$ cat src/verilog/adcs_pkg.sv
/*
  constants for the conversion sequencer: register offsets, field positions,
  reset values and converter clock timing.
  assumes an 8-bit register port and a 125 MHz system clock.
*/
package adcs_pkg;
  // ----------------------------------------------------------------------
  // register offsets
  // ----------------------------------------------------------------------
  localparam logic [7:0] OFS_CONTROL_A    = 8'h00;
  localparam logic [7:0] OFS_CONTROL_B    = 8'h01;
  localparam logic [7:0] OFS_INPUT_SELECT = 8'h02;
  localparam logic [7:0] OFS_RESULT_LOW   = 8'h03;
  localparam logic [7:0] OFS_RESULT_HIGH  = 8'h04;
  localparam logic [7:0] OFS_POWER        = 8'h05;
  // ----------------------------------------------------------------------
  // field positions
  // ----------------------------------------------------------------------
  localparam int CA_ENABLE   = 7;
  localparam int CA_START    = 6;
  localparam int CA_AUTO     = 5;
  localparam int CA_FLAG     = 4;
  localparam int CA_IRQ_EN   = 3;
  localparam int PS_MSB      = 2;
  localparam int TS_MSB      = 2;
  localparam int IS_REF_MSB  = 7;
  localparam int IS_REF_LSB  = 6;
  localparam int IS_LEFT     = 5;
  localparam int IS_CH_MSB   = 3;
  localparam int PW_REDUCE   = 0;
  localparam int RES_BITS    = 10;
  localparam int LOW_BITS    = 8;
  // ----------------------------------------------------------------------
  // reset values and encodings
  // ----------------------------------------------------------------------
  localparam logic [7:0] CTRL_RESET  = 8'h00;
  localparam logic [2:0] TS_FREE_RUN = 3'h0;
  localparam logic [6:0] PRESC_FULL  = 7'h7f;
  localparam logic [2:0] PRESC_TOP   = 3'h7;
  // ----------------------------------------------------------------------
  // converter clock timing, counted in whole and half converter clock cycles
  // ----------------------------------------------------------------------
  localparam int NORMAL_CYCLES = 13;
  localparam int FIRST_CYCLES  = 25;
  localparam int AUTO_HALVES   = 27;  // 13.5 cycles
  localparam int SH_NORMAL_HALVES = 3;  // 1.5 cycles
  localparam int SH_FIRST_HALVES  = 27; // 13.5 cycles
  localparam int SH_AUTO_HALVES   = 4;  // 2 cycles
  localparam int TRIG_SYNC_CYCLES = 3;
  localparam logic [5:0] LEN_NORMAL = 6'(NORMAL_CYCLES * 2);
  localparam logic [5:0] LEN_FIRST  = 6'(FIRST_CYCLES * 2);
  localparam logic [5:0] LEN_AUTO   = 6'(AUTO_HALVES);
  localparam logic [5:0] SH_NORMAL  = 6'(SH_NORMAL_HALVES);
  localparam logic [5:0] SH_FIRST   = 6'(SH_FIRST_HALVES);
  localparam logic [5:0] SH_AUTO    = 6'(SH_AUTO_HALVES);
  localparam logic [5:0] LAST_CYCLE = 6'h02;

  typedef enum logic [1:0] {ADCS_IDLE, ADCS_ARMED, ADCS_CONV} adcs_state_t;
endpackage

$ cat src/verilog/adcs_sequencer.sv
/*
  digital control of a 10-bit successive approximation converter: start
  control, prescaled converter clock, conversion timing, result alignment
  and the low/high result read lock.
  assumes the analog array returns its result on sar_result_in by the end
  of each conversion and that all inputs are synchronous to ref_clk_in.
*/
// The register addresses and the address-and-strobe port were chosen for this implementation.
// Overview of operation
// - 10-bit result, right aligned by default, left aligned when bit set.
// - channel and reference selections only take effect while enabled.
// - low read locks both result registers until high read; lost results.
// - done flag still set when the result was discarded.
// - start bit begins conversion, stays one, hardware clears at completion.
// - channel change mid-conversion applies after current conversion.
// - auto trigger rising edge resets prescaler and starts conversion.
// - trigger level at completion or edges during conversion are ignored.
// - flags set regardless of enables; software clears trigger flag.
// - done flag as trigger source restarts at every completion.
// - software start works with auto trigger; start reads one when busy.
// - prescaler runs while enabled, held in reset while disabled.
// - software start begins at next rising converter clock edge.
// - normal conversion 13 converter cycles, first one 25.
// - sample and hold at 1.5 cycles, 13.5 for the first conversion.
// - completion writes result, sets flag, clears start in single mode.
// - auto conversion samples after two cycles, lasts 13.5 cycles.
// - free running restarts immediately, start bit stays high.
// - power reduction bit makes the converter inoperative.
// - selection buffer tracks until start, freezes, resumes last cycle.
`timescale 1ns/1ps
module adcs_sequencer
(
  // clock and reset
  input  wire logic         ref_clk_in,
  input  wire logic         reset_in,
  // register port
  input  wire logic [7:0]   addr_in,
  input  wire logic [7:0]   wdata_in,
  input  wire logic         wr_in,
  input  wire logic         rd_in,
  output logic      [7:0]   rdata_out,
  // events and analog side
  input  wire logic [7:0]   trigger_in,
  input  wire logic [9:0]   sar_result_in,
  output logic              converter_clk_out,
  output logic              sample_hold_out,
  output logic              analog_enable_out,
  output logic      [3:0]   channel_out,
  output logic      [1:0]   reference_out,
  output logic              done_irq_out
);
  // ----------------------------------------------------------------------
  // state
  // ----------------------------------------------------------------------
  adcs_pkg::adcs_state_t state_r, state_nxt;
  logic [7:0] ctrl_a_r, ctrl_a_nxt;
  logic [2:0] ctrl_b_r, ctrl_b_nxt;
  logic [7:0] insel_r, insel_nxt;
  logic       power_r, power_nxt;
  logic [9:0] result_r, result_nxt;
  logic       lock_r, lock_nxt;
  logic       first_r, first_nxt;
  logic [6:0] presc_r, presc_nxt;
  logic [5:0] hc_r, hc_nxt;
  logic [5:0] len_r, len_nxt;
  logic [5:0] sh_r, sh_nxt;
  logic [2:0] trig_d_r, trig_d_nxt;
  logic [7:0] rdata_r, rdata_nxt;
  logic       cclk_r, cclk_nxt;
  logic       sample_r, sample_nxt;
  logic       aen_r, aen_nxt;
  logic [3:0] ch_r, ch_nxt;
  logic [1:0] ref_r, ref_nxt;
  logic       irq_r, irq_nxt;

  logic       en_eff, auto_on, free_run, rise, fall, half, done_p, trig_edge;
  logic [2:0] k;
  logic [6:0] mask;
  logic [7:0] res_low, res_high;

  // ----------------------------------------------------------------------
  // next state
  // ----------------------------------------------------------------------
  always_comb
  begin
    state_nxt  = state_r;
    ctrl_a_nxt = ctrl_a_r;
    ctrl_b_nxt = ctrl_b_r;
    insel_nxt  = insel_r;
    power_nxt  = power_r;
    result_nxt = result_r;
    lock_nxt   = lock_r;
    first_nxt  = first_r;
    hc_nxt     = hc_r;
    len_nxt    = len_r;
    sh_nxt     = sh_r;
    ch_nxt     = ch_r;
    ref_nxt    = ref_r;
    rdata_nxt  = 8'h00;
    sample_nxt = 1'b0;
    en_eff   = ctrl_a_r[adcs_pkg::CA_ENABLE] & ~power_r;
    auto_on  = ctrl_a_r[adcs_pkg::CA_AUTO];
    free_run = auto_on && (ctrl_b_r == adcs_pkg::TS_FREE_RUN);
    k    = (ctrl_a_r[adcs_pkg::PS_MSB:0] == 3'h0) ? 3'h1
         : ctrl_a_r[adcs_pkg::PS_MSB:0];
    mask = adcs_pkg::PRESC_FULL >> (adcs_pkg::PRESC_TOP - k);
    rise = en_eff && ((presc_r & mask) == mask);
    fall = en_eff && ((presc_r & mask) == (mask >> 1));
    half = rise | fall;
    // prescaler held in reset while disabled
    presc_nxt = en_eff ? presc_r + 7'h01 : 7'h00;
    cclk_nxt  = !en_eff ? 1'b0 : rise ? 1'b1 : fall ? 1'b0 : cclk_r;
    // edge detect of trigger after sync delay
    trig_d_nxt = {trig_d_r[1:0], trigger_in[ctrl_b_r]};
    trig_edge  = trig_d_r[1] & ~trig_d_r[2];
    done_p     = (state_r == adcs_pkg::ADCS_CONV) && half
              && (hc_r == len_r - 6'h01);
    if (insel_r[adcs_pkg::IS_LEFT])
    begin
      res_high = result_r[9:2];
      res_low  = {result_r[1:0], 6'h00};
    end
    else
    begin
      res_high = {6'h00, result_r[9:8]};
      res_low  = result_r[7:0];
    end

    // register reads
    if (rd_in)
    begin
      unique case (addr_in)
        adcs_pkg::OFS_CONTROL_A:    rdata_nxt = ctrl_a_r;
        adcs_pkg::OFS_CONTROL_B:    rdata_nxt = {5'h00, ctrl_b_r};
        adcs_pkg::OFS_INPUT_SELECT: rdata_nxt = insel_r;
        adcs_pkg::OFS_RESULT_LOW:   rdata_nxt = res_low;
        adcs_pkg::OFS_RESULT_HIGH:  rdata_nxt = res_high;
        adcs_pkg::OFS_POWER:        rdata_nxt = {7'h00, power_r};
        default:                    rdata_nxt = 8'h00;
      endcase
      // low read locks, high read releases
      if (addr_in == adcs_pkg::OFS_RESULT_LOW)
        lock_nxt = 1'b1;
      else if (addr_in == adcs_pkg::OFS_RESULT_HIGH)
        lock_nxt = 1'b0;
    end

    // register writes
    if (wr_in)
    begin
      unique case (addr_in)
        adcs_pkg::OFS_CONTROL_A:
        begin
          ctrl_a_nxt[adcs_pkg::CA_ENABLE] = wdata_in[adcs_pkg::CA_ENABLE];
          ctrl_a_nxt[adcs_pkg::CA_AUTO]   = wdata_in[adcs_pkg::CA_AUTO];
          ctrl_a_nxt[adcs_pkg::CA_IRQ_EN] = wdata_in[adcs_pkg::CA_IRQ_EN];
          ctrl_a_nxt[adcs_pkg::PS_MSB:0]  = wdata_in[adcs_pkg::PS_MSB:0];
          if (wdata_in[adcs_pkg::CA_FLAG])
            ctrl_a_nxt[adcs_pkg::CA_FLAG] = 1'b0;
          // software start sets the start bit
          // software start also works with auto trigger on
          if (wdata_in[adcs_pkg::CA_START] && en_eff
              && state_r == adcs_pkg::ADCS_IDLE)
          begin
            ctrl_a_nxt[adcs_pkg::CA_START] = 1'b1;
            state_nxt = adcs_pkg::ADCS_ARMED;
          end
        end
        adcs_pkg::OFS_CONTROL_B:
          ctrl_b_nxt = wdata_in[adcs_pkg::TS_MSB:0];
        adcs_pkg::OFS_INPUT_SELECT:
          insel_nxt = {wdata_in[7:5], 1'b0, wdata_in[3:0]};
        adcs_pkg::OFS_POWER:
          power_nxt = wdata_in[adcs_pkg::PW_REDUCE];
        default:
        begin
        end
      endcase
    end

    // auto trigger edge starts at once and resets the prescaler
    if (auto_on && !free_run && en_eff && trig_edge
        && state_r == adcs_pkg::ADCS_IDLE)
    begin
      presc_nxt = 7'h00;
      cclk_nxt  = 1'b1;
      state_nxt = adcs_pkg::ADCS_CONV;
      ctrl_a_nxt[adcs_pkg::CA_START] = 1'b1;
      hc_nxt    = 6'h00;
      first_nxt = 1'b0;
      len_nxt = first_r ? adcs_pkg::LEN_FIRST : adcs_pkg::LEN_AUTO;
      sh_nxt  = first_r ? adcs_pkg::SH_FIRST : adcs_pkg::SH_AUTO;
    end

    unique case (state_r)
      adcs_pkg::ADCS_IDLE:
      begin
      end
      adcs_pkg::ADCS_ARMED:
        // begin on the next rising converter clock edge
        if (rise)
        begin
          state_nxt = adcs_pkg::ADCS_CONV;
          hc_nxt    = 6'h00;
          first_nxt = 1'b0;
          len_nxt = first_r ? adcs_pkg::LEN_FIRST : adcs_pkg::LEN_NORMAL;
          sh_nxt  = first_r ? adcs_pkg::SH_FIRST : adcs_pkg::SH_NORMAL;
        end
      adcs_pkg::ADCS_CONV:
        if (half)
        begin
          hc_nxt = hc_r + 6'h01;
          if (hc_r == sh_r)
            sample_nxt = 1'b1;
          if (done_p)
          begin
            hc_nxt = 6'h00;
            if (!lock_r)
              result_nxt = sar_result_in;
            // flag set even if result lost
            ctrl_a_nxt[adcs_pkg::CA_FLAG] = 1'b1;
            // done flag source restarts regardless of the flag
            if (free_run)
            begin
              // start stays high while free running
              len_nxt = adcs_pkg::LEN_NORMAL;
              sh_nxt  = adcs_pkg::SH_NORMAL;
            end
            else
            begin
              // single mode clears start with the flag
              ctrl_a_nxt[adcs_pkg::CA_START] = 1'b0;
              state_nxt = adcs_pkg::ADCS_IDLE;
            end
          end
        end
    endcase

    // selection buffer tracks except while converting
    // new channel taken only in the final cycle
    if (en_eff && (state_r != adcs_pkg::ADCS_CONV
        || hc_r + adcs_pkg::LAST_CYCLE >= len_r))
    begin
      ch_nxt  = insel_r[adcs_pkg::IS_CH_MSB:0];
      ref_nxt = insel_r[adcs_pkg::IS_REF_MSB:adcs_pkg::IS_REF_LSB];
    end

    // disabling aborts any conversion and rearms the long first one
    if (!en_eff)
    begin
      state_nxt = adcs_pkg::ADCS_IDLE;
      ctrl_a_nxt[adcs_pkg::CA_START] = 1'b0;
      first_nxt = 1'b1;
      hc_nxt    = 6'h00;
    end
    aen_nxt = en_eff;
    // flag set regardless of its enable; enable only gates output
    irq_nxt = ctrl_a_nxt[adcs_pkg::CA_FLAG] & ctrl_a_r[adcs_pkg::CA_IRQ_EN];
  end

  // ----------------------------------------------------------------------
  // registers
  // ----------------------------------------------------------------------
  always_ff @(posedge ref_clk_in or posedge reset_in)
  begin
    if (reset_in)
    begin
      // all controls cleared, disabled and idle
      state_r  <= adcs_pkg::ADCS_IDLE;
      ctrl_a_r <= adcs_pkg::CTRL_RESET;
      ctrl_b_r <= 3'h0;
      insel_r  <= adcs_pkg::CTRL_RESET;
      power_r  <= 1'b0;
      result_r <= 10'h000;
      lock_r   <= 1'b0;
      first_r  <= 1'b1;
      presc_r  <= 7'h00;
      hc_r     <= 6'h00;
      len_r    <= adcs_pkg::LEN_NORMAL;
      sh_r     <= adcs_pkg::SH_NORMAL;
      trig_d_r <= 3'h0;
      rdata_r  <= 8'h00;
      cclk_r   <= 1'b0;
      sample_r <= 1'b0;
      aen_r    <= 1'b0;
      ch_r     <= 4'h0;
      ref_r    <= 2'h0;
      irq_r    <= 1'b0;
    end
    else
    begin
      state_r  <= state_nxt;
      ctrl_a_r <= ctrl_a_nxt;
      ctrl_b_r <= ctrl_b_nxt;
      insel_r  <= insel_nxt;
      power_r  <= power_nxt;
      result_r <= result_nxt;
      lock_r   <= lock_nxt;
      first_r  <= first_nxt;
      presc_r  <= presc_nxt;
      hc_r     <= hc_nxt;
      len_r    <= len_nxt;
      sh_r     <= sh_nxt;
      trig_d_r <= trig_d_nxt;
      rdata_r  <= rdata_nxt;
      cclk_r   <= cclk_nxt;
      sample_r <= sample_nxt;
      aen_r    <= aen_nxt;
      ch_r     <= ch_nxt;
      ref_r    <= ref_nxt;
      irq_r    <= irq_nxt;
    end
  end

  assign rdata_out         = rdata_r;
  assign converter_clk_out = cclk_r;
  assign sample_hold_out   = sample_r;
  assign analog_enable_out = aen_r;
  assign channel_out       = ch_r;
  assign reference_out     = ref_r;
  assign done_irq_out      = irq_r;

  // ----------------------------------------------------------------------
  // assertions
  // ----------------------------------------------------------------------
  a_busy_reads_start: assert property (@(posedge ref_clk_in)
    disable iff (reset_in)
    state_r == adcs_pkg::ADCS_CONV |-> ctrl_a_r[adcs_pkg::CA_START])
    else $error("start bit low during conversion");

  a_lock_holds_result: assert property (@(posedge ref_clk_in)
    disable iff (reset_in)
    lock_r && done_p |=> $stable(result_r))
    else $error("result updated while locked");

  a_flag_on_done: assert property (@(posedge ref_clk_in)
    disable iff (reset_in)
    done_p |=> ctrl_a_r[adcs_pkg::CA_FLAG])
    else $error("done flag not set at completion");

  a_presc_held: assert property (@(posedge ref_clk_in)
    disable iff (reset_in)
    !en_eff |=> presc_r == 7'h00 && !cclk_r)
    else $error("prescaler runs while disabled");

  a_single_clears: assert property (@(posedge ref_clk_in)
    disable iff (reset_in)
    done_p && !free_run |=> !ctrl_a_r[adcs_pkg::CA_START]
      && state_r == adcs_pkg::ADCS_IDLE)
    else $error("start not cleared at single completion");

  a_free_restart: assert property (@(posedge ref_clk_in)
    disable iff (reset_in)
    done_p && free_run && en_eff |=> state_r == adcs_pkg::ADCS_CONV
      && ctrl_a_r[adcs_pkg::CA_START] && hc_r == 6'h00)
    else $error("free running did not restart");

  a_sel_frozen: assert property (@(posedge ref_clk_in)
    disable iff (reset_in)
    state_r == adcs_pkg::ADCS_CONV && hc_r + adcs_pkg::LAST_CYCLE < len_r
      |=> $stable(ch_r) && $stable(ref_r))
    else $error("selection changed mid conversion");

  a_sample_pulse: assert property (@(posedge ref_clk_in)
    disable iff (reset_in)
    state_r == adcs_pkg::ADCS_CONV && half && hc_r == sh_r
      |=> sample_r ##1 !sample_r)
    else $error("sample pulse missing");

  a_armed_on_rise: assert property (@(posedge ref_clk_in)
    disable iff (reset_in)
    state_r == adcs_pkg::ADCS_ARMED && !rise && en_eff
      |=> state_r == adcs_pkg::ADCS_ARMED)
    else $error("conversion began off a rising edge");

endmodule // adcs_sequencer

$ cat config.mk
export PLATFORM = sky130hd
export DESIGN_NAME = adcs_sequencer
export DESIGN_NICKNAME = d
export VERILOG_FILES = /design/src/verilog/adcs_pkg.sv /design/src/verilog/adcs_sequencer.sv
export SDC_FILE = /design/constraint.sdc
export NUM_CORES = 1
export LEC_CHECK = 0
export BUFFER_PORTS_ARGS = -buffer_cell sky130_fd_sc_hd__buf_4
export CAP_MARGIN = 20
export CORE_ASPECT_RATIO = 1.2
export CORE_MARGIN = 10
export CORE_UTILIZATION = 35
export DETAILED_ROUTE_END_ITERATION = 8
export HOLD_SLACK_MARGIN = 0.15
export PLACE_DENSITY_LB_ADDON = 0.05
export SLEW_MARGIN = 30
export SYNTH_ARGS = -nofsm -noshare
export SYNTH_HDL_FRONTEND = slang
export SYNTH_SLANG_ARGS = --single-unit
export TNS_END_PERCENT = 20
$ cat constraint.sdc
create_clock -name ref_clk_in -period 2.8 [get_ports ref_clk_in]
set_input_delay 0.42 -clock ref_clk_in [delete_from_list [all_inputs] [get_ports ref_clk_in]]
set_output_delay 0.42 -clock ref_clk_in [all_outputs]
set_load 0.02 [all_outputs]
======== Word level (Yosys, flattened, before mapping) ========
Index checks and enable logic that the tools add are counted.
word-level totals
  register bits after elaboration ......... 79
  input bits .............................. 38
  output and inout port bits .............. 18
operators by class
  eq/ne operators ......................... 13
  magnitude comparators ................... 2
  muxes and demuxes ....................... 67
  bitwise gates (word level) .............. 8
  add/sub/neg operators ................... 5
  reductions and logical operators ........ 25
  shift-type cells ........................ 1
operator list
  operator               number
  $mux W6                17
  $pmux W8 S6            1
  $pmux W6 S2            3
  $mux W7                4
  $mux W1                25
  $mux W8                3
  $mux W2                9
  $eq A8 B2 Y1 const B   2
  $eq A8 B3 Y1 const B   2
  $eq A6 B6 Y1           2
  $logic_and A1 B1 Y1    12
  $mux W5                2
  $reduce_and A2 Y1      5
  $eq A8 B1 Y1 const B   1
  $logic_not A8 Y1       1
  $add A7 B1 Y7 const B  1
  $and A7 B7 Y7          1
  $eq A7 B6 Y1           1
  $eq A7 B7 Y1           1
  $shr A7 B3 Y7 const A  1
  $add A6 B1 Y6 const B  1
  $add A6 B2 Y6 const B  1
  $ge A6 B6 Y1           1
  $logic_not A3 Y1       2
  18 further kinds       22

======== Depth between registers and ports, before layout ========
Gate-level depths: netlist of run 1.
  depth after elaboration ................. 14
  mapped depth ............................ 9
  mapped depth without buffers ............ 9

======== Worst setup path after synthesis of run 1 ========
OpenSTA, ideal clock, no wires.
  kind .................................... register to register
  start point ............................. reg len_r[1]
  end point ............................... reg result_r[0]
  data required time ...................... 2.672 ns
  arrival time ............................ 2.207 ns
  clock period less this slack ............ 2.334 ns
  path slack .............................. 0.466 ns
  cell stages (with the launch flop) ...... 9
  path through ............................ dfstp_2 inv_1 ha_1 xnor2_1 a2111oi_2 nand4_2 nor2_1 nand3_4 mux2_1
on the way
  cells in the longest elaborated chain, start to end .. 4
ends and longest elaborated chain
  item                                line                   source
  start: declaration                  adcs_sequencer.sv:65   logic [5:0] len_r, len_nxt;
  start signal: assignment            adcs_sequencer.sv:279  len_r <= adcs_pkg::LEN_NORMAL;
  start signal: assignment            adcs_sequencer.sv:302  len_r <= len_nxt;
  $sub A6 B1 Y6                       adcs_sequencer.sv:117  && (hc_r == len_r - 6'h01);
  $eq A6 B6 Y1                        adcs_sequencer.sv:117
  $logic_and A1 B1 Y1                 adcs_sequencer.sv:117
  $reduce_and A4 Y1 (no source line)  -
  end signal: assignment              adcs_sequencer.sv:297  result_r <= result_nxt;
  end: declaration                    adcs_sequencer.sv:60   logic [9:0] result_r, result_nxt;
No other way between the ends.
A chain may end at the register's enable or synchronous reset.

======== Worst setup path in the final report of run 1 ========
  start point ............................. reg len_r[1]
  end point ............................... reg result_r[1]
Same word-level chain as after synthesis.

==> results.md, run 1 <==
- Minimum clock period after layout: around 2.5 ns
- Sink Count: 79
- Worst skew pair latency: 0.34 ns
- DIE AREA: 0.0172 mm2
- Async SR Flop Fraction: 100%
- Initial drt markers: between 100 and 150
- Register area share after synthesis: 45.9%
- Syn Inst Count: slightly above 400
- GRT overflow: 0
- Pleak: 2.30 nW
- Tightest Pin Transition: 0.709 ns
- Initial core utilization: 35.7%
- Max frequency: 395 MHz
- Crit path kind: reg -> reg
- Drt total wl: 11800 um
- Ys flop type: dfrtp_1
- Inst Count DP: 615
- CTS tree: built
- NumNets Final: slightly above 500
- H-tree depth: 3
- Status: complete, no violations
- DP HPWL: around 9000 um
- Die height: ~140 um
- Std-Cell Core Area: 0.0121 mm2
- Peak VDD IR: 0.324 mV
- Max-cap violations: 0
- Power per cell area: 488 mW/mm2
- Slowest-stage cell, CP: dfstp_2
- First-pass GRT wire length: 19100 um
- Total CTS buffers: 9
- Die X-Extent: 121 um
- Worst EP arrival: 2.75 ns
- Fill count: 1195
- Rel. slew slack: 52.6%
- All-Layer GR Usage: 14.2%
- Yosys cell types: 64
- Post-synth EDFFs: 0
- CP Launch Type: flop
- Largest stage delay, worst path: ~0.53 ns
- Remaining antenna violation count after routing: 0
- Post-CTS Hold Buffers: 0
- PortBufs: 55
- Syn-to-layout area delta: 21.7%
- Final setup skew: 0.00837 ns
- Final Hold Viols: 0
- Setup_tns: 0 ns
- Avg Cell Area, Syn: roughly 11 um2
- Setup bufs post-CTS: 0
- Share of cells above drive strength 1: 28.9%
- RSZ-0062 raised after global routing: no
- Via count: between 3000 and 4000
- Cell Chain, Critical Path: inv_1, ha_1, xnor2_1, a2111oi_2, nand4_2, nor2_1, nand3_4, mux2_1
- Crit-path max FO: 10
- Drt first pass iters: 5
- Root Driver: clkbuf_16
- #FFs+latches synth: 79
- Post-CTS sizing: 0
- Row count: 44
- Fin cells: between 600 and 700
- GP Congestion: 0.775
- Antenna diodes: 0
- Post-Syn Nets: approximately 450
- Vias in the first global route: 3534
- Required @ worst endpoint: 3.02 ns
- Period utilization: 90.5%
- Register clock-pin slew on the reported worst setup and hold paths: 0.06 ns
- Type of the most critical hold path: in -> async
- # setup viols final: 0
- Max Slew Vio Count: 0
- Yosys synthesis warning count: 0
- # DRC: 0
- Initial antenna violation count: 0
- Io pins: 56
- Longest Clk Path Bufs: 2
- Post-Synthesis Cell Area: 0.00433 mm2
- Element type at the critical path end: flop
- Pin count of the biggest net entering global routing: 41
- WL/cell: 18.7 um
- Vias per cell: between 5 and 6
Yosys cell counts (all sizes together) (7+ instances only):
master | count | area (um2)
ha | 13 | 163
nand3 | 13 | 82.6
clkbuf | 11 | 41.3
o21ai | 12 | 60.1
a21boi | 7 | 52.6
mux2 | 36 | 405
nand2 | 35 | 131
inv | 21 | 78.8
xnor2 | 17 | 149
nor3 | 12 | 65.1
nor2 | 25 | 96.4
xor2 | 7 | 61.3
a21oi | 17 | 92.6
mux2i | 7 | 70.1
dfrtp | 73 | 1830
state kept, by name (all words and copies together) (netlist names):
signal	flops
result_r	10
ctrl_a_r	8
rdata_out	8
insel_r	7
presc_r	7
hc_r	6
len_r	6
sh_r	6
channel_out	4
ctrl_b_r	3
trig_d_r	3
reference_out	2
state_r	2
analog_enable_out	1
converter_clk_out	1
done_irq_out	1
first_r	1
lock_r	1
power_r	1
sample_hold_out	1
cells in the final DEF, fill, tap and decap left out, drive strengths merged, types with 4 or more instances in the layout:
master / instances
and2: 4
o21ai: 12
a21boi: 7
buf: 68
dfstp: 6
dfrtp: 73
nand3: 13
inv: 20
xor2: 7
a21oi: 17
nand4: 5
mux2: 36
clkbuf: 11
o22ai: 4
nor3: 12
a22oi: 6
ha: 13
nand2: 35
mux2i: 7
and3: 6
nand2b: 5
xnor2: 17
a211oi: 6
nor2: 25
cells by family (layout without fill, tap and decap cells):
kind of cell / count (synthesis) / in the layout / synth area share (%)
AO/OA/AOI/OAI: 81 / 81 / 14.0
XOR/XNOR: 24 / 24 / 4.86
adder cells (fa/ha/maj): 13 / 13 / 3.76
buffers and inverters: 38 / 105 / 3.64
flip-flops: 79 / 79 / 45.9
multiplexers: 46 / 46 / 12.6
AND/OR/NAND/NOR: 122 / 122 / 15.3
power breakdown:
| group | switching (W) | internal [W] | total, W | leakage, nW |
|---|---|---|---|---|
| clock | 0.000471 | 0.000691 | 0.00116 | 0.136 |
| combinational | 0.000101 | 0.0000975 | 0.000198 | 1.12 |
| sequential | 0.0000349 | 0.00118 | 0.00121 | 1.04 |
| total | 0.000606 | 0.00196 | 0.00257 | 2.30 |
path summary, 6_finish.rpt:
check | start | end | cells after the start | slack (ns)
setup / recovery | len_r[1]$_DFF_PP1_ | result_r[1]$_DFFE_PP0P_ | 8 | 0.27
hold / removal | reset_in | hc_r[5]$_DFF_PP0_ | 2 | 0.17
setup reg to reg | len_r[1]$_DFF_PP1_ | result_r[1]$_DFFE_PP0P_ | 8 | 0.27
hold reg to reg | trig_d_r[0]$_DFF_PP0_ | trig_d_r[1]$_DFF_PP0_ | 0 | 0.35
max in group asynchronous | reset_in | rdata_out[1]$_DFF_PP0_ | 3 | 1.97
min in group ref_clk_in | sar_result_in[9] | result_r[9]$_DFFE_PP0P_ | 2 | 0.29
per-stage QoR:
stage          total power, W  cell area [um2]  util, %  hold slack [ns]  setup slack (ns)
2_1_floorplan         0.00133             4330        -            0.331             0.367
3_3_place_gp          0.00143             4970     41.1            0.335             0.303
3_5_place_dp          0.00144             4970     41.1            0.339             0.264
4_1_cts               0.00261             5260     43.5            0.206             0.243
5_1_grt               0.00267             5260     43.5            0.235             0.106
6_report              0.00257             5260     43.5            0.173             0.267
worst max-delay path: cells and delay by family, from the launching register on:
kind	cells	cell delay, ns
buffers and inverters	1	0.05
muxes	1	0.37
AOI/OAI and AO/OA	1	0.38
and+or+nand+nor	3	0.66
DFF	1	0.53
adders and majority gates	1	0.28
xor gates and xnor gates	1	0.13
layout make-up:
cell class	count	area [um2]	share of cell area [%]
multi-input combinational	286	2180	41.5
sequential	79	1980	37.7
timing repair buffer	68	523	9.94
clock buffer	11	233	4.42
tap	161	201	3.83
inverter	21	80.1	1.52
clock inverter	5	58.8	1.12
metal layers:
metal | GRT usage (%) | vias to the layer above | part of all wire, %
met2 | 24.8 | 76 | 52
met4 | 5.28 | 0 | 2.1
met3 | 3.53 | 14 | 4.7
met1 | 16.2 | 1655 | 41
li1 | - | 1579 | -
met5 | 0 | - | 0
(Power assumes the default switching activity.)
==> inputs of run 2 (changes only) <==
==> constraint.sdc (replaced) <==
create_clock -name ref_clk_in -period 2.3 [get_ports ref_clk_in]
set_input_delay 0.345 -clock ref_clk_in [delete_from_list [all_inputs] [get_ports ref_clk_in]]
set_output_delay 0.345 -clock ref_clk_in [all_outputs]
set_load 0.02 [all_outputs]
==> run 2 against run 1 <==
Against the previous run:
- the run now ends with setup timing left
- combinational power up 37%
- global-route usage up 0.19 points
- sequential share of layout area down 3.1 points
- final cell count up 6.8%
==> results.md, run 2 (synthesis results as in run 1) <==
- Worst r2r path cells: 10
- Period utilization: 101%
- Die height: around 140 um
- Element type at the critical path end: flop
- DP Area: about 0.0053 mm2
- DIE AREA: approximately 0.017 mm2
- Status: complete, but fails checks
- Crit-path max FO: 5
- Reg2Reg Capture Point: hc_r[3]$_DFF_PP0_
- Largest stage delay, worst path: 0.54 ns
- Max frequency: about 430 MHz
- Crit path kind: reg -> reg
- Max-cap violations: 0
- Tightest Pin Transition: roughly 0.57 ns
- Max Slew Vio Count: 0
- Pleak: between 2 and 3 nW
- WL/cell: around 18 um
- Drt total wl: ~12000 um
- Post-route setup slack: -0.0190 ns
- Std-Cell Core Area: roughly 0.012 mm2
- CTS tree: built
- Most frequent cells in the layout: buf_4 (106), dfrtp_1 (68), nand2_1 (34), mux2_2 (26), nor2_1 (23)
- Hold wc startpoint: sar_result_in[2]
- Peak VDD IR: 0.373 mV
- Die X-Extent: 121 um
- Cell Chain, Critical Path: inv_2, ha_4, buf_4, nand2_1, a21oi_1, or3_1, nand4_2, o2111ai_1, a211o_1, o221ai_1
- Hold path depth: 2
- RSZ-0062 raised after global routing: yes
- Remaining antenna violation count after routing: 0
- First-pass GRT wire length: roughly 20000 um
- Setup_tns: -0.0190 ns
- Antenna diodes: 0
- Row count: 44
- Root Driver: clkbuf_16
- Rel. slew slack: 61.5%
- Worst skew pair latency: 0.34 ns
- Io pins: 56
- Longest Clk Path Bufs: 2
- # setup viols final: 1
- Pin count of the biggest net entering global routing: 80
- Max reg flops: 10
- Vias per cell: 5.12
- Syn-to-layout area delta: 33.0%
- Worst hold endpoint: result_r[2]$_DFFE_PP0P_
- CP delay by family, top: compound AO/OA/AOI/OAI gates
- Most flops, register: result_r
- CP Launch Type: flop
- NumNets Final: around 560
- GP Congestion: 0.798
- Failing checks: setup timing
- Vias in the first global route: between 3000 and 4000
- Worst EP arrival: 2.57 ns
- Required @ worst endpoint: between 2 and 3 ns
- Total CTS buffers: 9
- # DRC: 0
- Via count: between 3000 and 4000
- Share of cells above drive strength 1: 39.6%
- Initial antenna violation count: 0
- Sink Count: between 70 and 80
- Final Hold Viols: 0
- CP bufs+invs: 2
- Register clock-pin slew on the reported worst setup and hold paths: 0.06 ns
- Type of the most critical hold path: in -> reg
- Initial drt markers: about 140
- PortBufs: 55
- All-Layer GR Usage: 14.4%
- Minimum clock period after layout: 2.32 ns
- Cell area after layout: between 0.005 and 0.006 mm2
- Final setup skew: 0.00660 ns
- Commonest non-fill, non-tap cell in the layout: buf_4
- Power per cell area: 552 mW/mm2
- Slowest-stage cell, CP: dfstp_2
- DP HPWL: around 9200 um
- Reg-to-reg slack, setup: -0.02 ns
- H-tree depth: 3
- Initial core utilization: 35.7%
- GRT overflow: 0
- Reg2reg start: len_r[1]$_DFF_PP1_
- Drt first pass iters: 4
- Pre-CTS setup slack: -0.247 ns
- Fill count: 1146
run 2: cell types whose count changed in the layout (fill, tap and decap cells not counted), sizes merged:
cell,before,now
buf,68,109
clkinv,3,5
nand3,13,14
clkbuf,11,9
dlygate4sd3,0,1
run 2: how the worst max path moves through the flow:
stage | startpoint | endpoint | cells after the start
floorplan | len_r[1]$_DFF_PP1_ | result_r[0]$_DFFE_PP0P_ | 8
global placement | len_r[1]$_DFF_PP1_ | len_r[4]$_DFF_PP1_ | 9
detailed placement | len_r[1]$_DFF_PP1_ | sh_r[1]$_DFF_PP1_ | 9
CTS | len_r[1]$_DFF_PP1_ | result_r[6]$_DFFE_PP0P_ | 8
global route | len_r[1]$_DFF_PP1_ | hc_r[3]$_DFF_PP0_ | 10
finish | len_r[1]$_DFF_PP1_ | hc_r[3]$_DFF_PP0_ | 10
run 2: layout make-up:
type | instances | area (um2) | area share (%)
multi-input cells | 287 | 2330 | 40.5
flip-flops and latches | 79 | 1990 | 34.6
repair buffers | 110 | 848 | 14.7
clock buffers | 9 | 225 | 3.91
well taps | 161 | 201 | 3.50
inverters | 21 | 82.6 | 1.44
clock inverters | 7 | 73.8 | 1.28
run 2: routing by layer:
layer	global-route usage, %	part of all wire [%]	routed length (um)	up-vias
met2	24.7	52	6240	55
met1	17.1	43	5160	1722
met5	0	0	0	-
li1	-	-	-	1662
met4	4.71	2.2	259	0
met3	3.49	2.9	353	15
run 2: stage by stage:
| step | std cells | util, % | hold slack [ns] | total power, W |
|---|---|---|---|---|
| 2_1_floorplan | 403 | - | 0.331 | 0.00162 |
| 3_3_place_gp | 656 | 43.6 | 0.337 | 0.00176 |
| 3_5_place_dp | 656 | 43.6 | 0.343 | 0.00176 |
| 4_1_cts | 674 | 46.9 | 0.213 | 0.00321 |
| 5_1_grt | 674 | 47.5 | 0.212 | 0.00330 |
| 6_report | 674 | 47.5 | 0.215 | 0.00318 |
run 2: power breakdown:
| part | total, W | leakage, nW | switching (W) | internal [W] |
|---|---|---|---|---|
| registers | 0.00147 | 1.03 | 0.0000346 | 0.00143 |
| clock network | 0.00144 | 0.145 | 0.000596 | 0.000842 |
| logic | 0.000272 | 1.37 | 0.000135 | 0.000137 |
run 2: worst register-to-register path, delay by kind of cell, from the launching register on:
family | cells | cell delay [ns]
AOI/OAI and AO/OA | 4 | 0.80
adders and majority gates | 1 | 0.15
and+or+nand+nor | 3 | 0.57
DFF | 1 | 0.54
buffers and inverters | 2 | 0.18
run 2: timing repair:
| item | in CTS | in global routing |
|---|---|---|
| setup buffers | 0 | 0 |
| gates resized for setup | 14 | 19 |
| hold endpoints to repair | 12 | 0 |
| hold buffers | 1 | 0 |
| pin swaps | 9 | 6 |
| cloned | 1 | 0 |
| setup endpoints to repair | 29 | 35 |
==> inputs of run 3 (changes only) <==
--- a/config.mk
+++ b/config.mk
@@ -5,12 +5,12 @@
 export SDC_FILE = /design/constraint.sdc
 export NUM_CORES = 1
 export LEC_CHECK = 0
-export BUFFER_PORTS_ARGS = -buffer_cell sky130_fd_sc_hd__buf_4
 export CAP_MARGIN = 20
 export CORE_ASPECT_RATIO = 1.2
 export CORE_MARGIN = 10
-export CORE_UTILIZATION = 35
+export CORE_UTILIZATION = 39
 export DETAILED_ROUTE_END_ITERATION = 8
+export DONT_BUFFER_PORTS = 1
 export HOLD_SLACK_MARGIN = 0.15
 export PLACE_DENSITY_LB_ADDON = 0.05
 export SLEW_MARGIN = 30
==> run 3 against run 2 <==
Against the previous run:
- the flow still finishes with violations (setup timing)
- clock skew is 0.0027 ns higher
- design area decreased by 5.0%
- worst setup slack better by 0.0021 ns
- final cell count down 10%
- die area is 8.7% lower
==> results.md, run 3 (synthesis results as in run 1) <==
- First-pass GRT wire length: 19100 um
- Peak VDD IR: 0.471 mV
- Reg2reg start: len_r[1]$_DFF_PP1_
- # DRC: 0
- Power per cell area: 558 mW/mm2
- Initial core utilization: 39.6%
- Most frequent cells in the layout: dfrtp_1 (71), buf_4 (45), nand2_1 (34), mux2_2 (26), nor2_1 (22)
- Post-route setup slack: -0.0169 ns
- Longest Clk Path Bufs: 2
- All-Layer GR Usage: 15.9%
- Minimum clock period after layout: 2.32 ns
- P_sw: 0.000769 W
- Most flops, register: result_r
- Io pins: 56
- Pin count of the biggest net entering global routing: 36
- Crit-path max FO: 5
- Final setup skew: 0.00926 ns
- Share of cells above drive strength 1: 29.6%
- Int Pwr: 0.00228 W
- Met2 Use GR: 27.5%
- DIE AREA: 0.0157 mm2
- # setup viols final: 4
- Element type at the critical path end: flop
- Tightest Pin Transition: 0.496 ns
- Drt first pass iters: 4
- Worst EP arrival: 2.54 ns
- Register clock-pin slew on the reported worst setup and hold paths: approximately 0.060 ns
- Max frequency: 432 MHz
- Period utilization: 101%
- Via count: 3266
- Sink Count: 79
- GR Util met1: around 18%
- Root Driver: clkbuf_16
- Total CTS buffers: 9
- WHS: 0.210 ns
- Clock share of power: around 45%
- Worst skew pair latency: about 0.35 ns
- Die height: ~140 um
- Row count: 42
- RSZ-0062 raised after global routing: yes
- Total power: roughly 0.003 W
- Pre-CTS setup slack: -0.209 ns
- Met3 Use GR: 3.41%
- NumNets Final: 519
- GRT overflow: 0
- GRT busiest layer: met2
- Type of the most critical hold path: in -> reg
- PortBufs: 0
- Die X-Extent: 116 um
- DP HPWL: about 9000 um
- Max-cap violations: 0
- Net Sw Frac: approximately a quarter
- Drt total wl: around 12000 um
- Antenna diodes: 0
- Cell area after layout: 0.00547 mm2
- Fill count: approximately 1000
- Hold wc startpoint: wdata_in[4]
- DP Area: 0.00481 mm2
- Combinational share of power: 6.9%
- Beginning of the critical path: len_r[1]$_DFF_PP1_
- H-tree depth: 3
- Pleak: 2.33 nW
- Failing checks: setup timing
- Sequential power share: approximately half
- Max reg flops: 10
- Max Slew Vio Count: 0
- CP Launch Type: flop
- GP Congestion: approximately 0.85
- Initial antenna violation count: 0
- Vias in the first global route: around 3500
- CTS tree: built
- Rel. slew slack: between 60 and 70%
- Commonest non-fill, non-tap cell in the layout: dfrtp_1
- Final Hold Viols: 0
- Vias per cell: 5.40
- Required @ worst endpoint: 2.53 ns
- WL/cell: 19.5 um
- Crit path kind: reg -> reg
- Std-Cell Core Area: 0.0109 mm2
- Status: complete, but fails checks
- Syn-to-layout area delta: 26.4%
- Remaining antenna violation count after routing: 0
- Initial drt markers: 91
## run 3: cell types whose count changed in the layout (fill, tap and decap cells not counted), moves of 3 or more
| cell | change |
|---|---|
| dlygate4sd3_1 | +20 |
| buf_4 | -61 |
| dfrtp_2 | -3 |
| mux2_4 | -4 |
| dfrtp_1 | +3 |
| mux2_1 | +4 |
| inv_6 | +3 |
| clkinv_4 | -3 |
## run 3: worst paths after layout
check	end	slack (ns)	depth (start not counted)
worst max-delay path	result_r[2]$_DFFE_PP0P_	-0.02	8
worst min-delay path	ctrl_a_r[4]$_DFF_PP0_	0.21	2
worst max register to register	result_r[2]$_DFFE_PP0P_	-0.02	8
worst min register to register	trig_d_r[1]$_DFF_PP0_	0.37	0
max in group asynchronous	sh_r[0]$_DFF_PP1_	1.19	3
min in group asynchronous	ctrl_b_r[1]$_DFFE_PP0P_	0.50	2
## run 3: area by class of cell
cell class	instances	area, um2	area share (%)
inverter	21	82.6	1.51
tap	132	165	3.02
clock inverter	7	55.1	1.01
timing repair buffer	70	611	11.2
clock buffer	9	225	4.12
sequential	79	1990	36.3
multi-input combinational	287	2340	42.8
## run 3: timing repair
item / in CTS / in global routing
hold buffers: 21 / 0
pin swaps: 4 / 1
resized for setup: 15 / 16
endpoints found under the setup margin: 27 / 37
hold endpoints to repair: 47 / 0
cloned: 1 / 0
setup buffers: 0 / 0
## run 3: power by group through the flow
stage	Clock (W)	Sequential [W]	Combinational (W)
after floorplan	0	0.00149	0.000129
after global placement	0	0.00151	0.000176
after detailed placement	0	0.00151	0.000179
after CTS	0.00139	0.00148	0.000212
after global routing	0.00145	0.00149	0.000232
final	0.00136	0.00148	0.000210
## run 3: per-layer routing
| metal | routed length (um) | part of all wire, % |
|---|---|---|
| met3 | 435 | 3.7 |
| met2 | 6270 | 53 |
| met4 | 267 | 2.3 |
| met1 | 4850 | 41 |
| met5 | 0 | 0 |
## run 3: worst max-delay path: stages (launching register included)
cell and delay [ns]:
dfstp_2 0.54, inv_2 0.05, ha_4 0.16, xnor2_2 0.14, a2111oi_4 0.40, nand4_4 0.19
nor2_4 0.23, nand3_4 0.16, mux2_1 0.34
## run 3: stage by stage
step / utilization [%] / TNS [ns] / instances
floorplan: - / -0.343 / 403
global placement: 44.0 / -1.84 / 567
detailed placement: 44.0 / -3.04 / 567
CTS: 49.3 / -0.403 / 605
global route: 50.0 / -1.82 / 605
finish: 50.0 / -0.0554 / 605
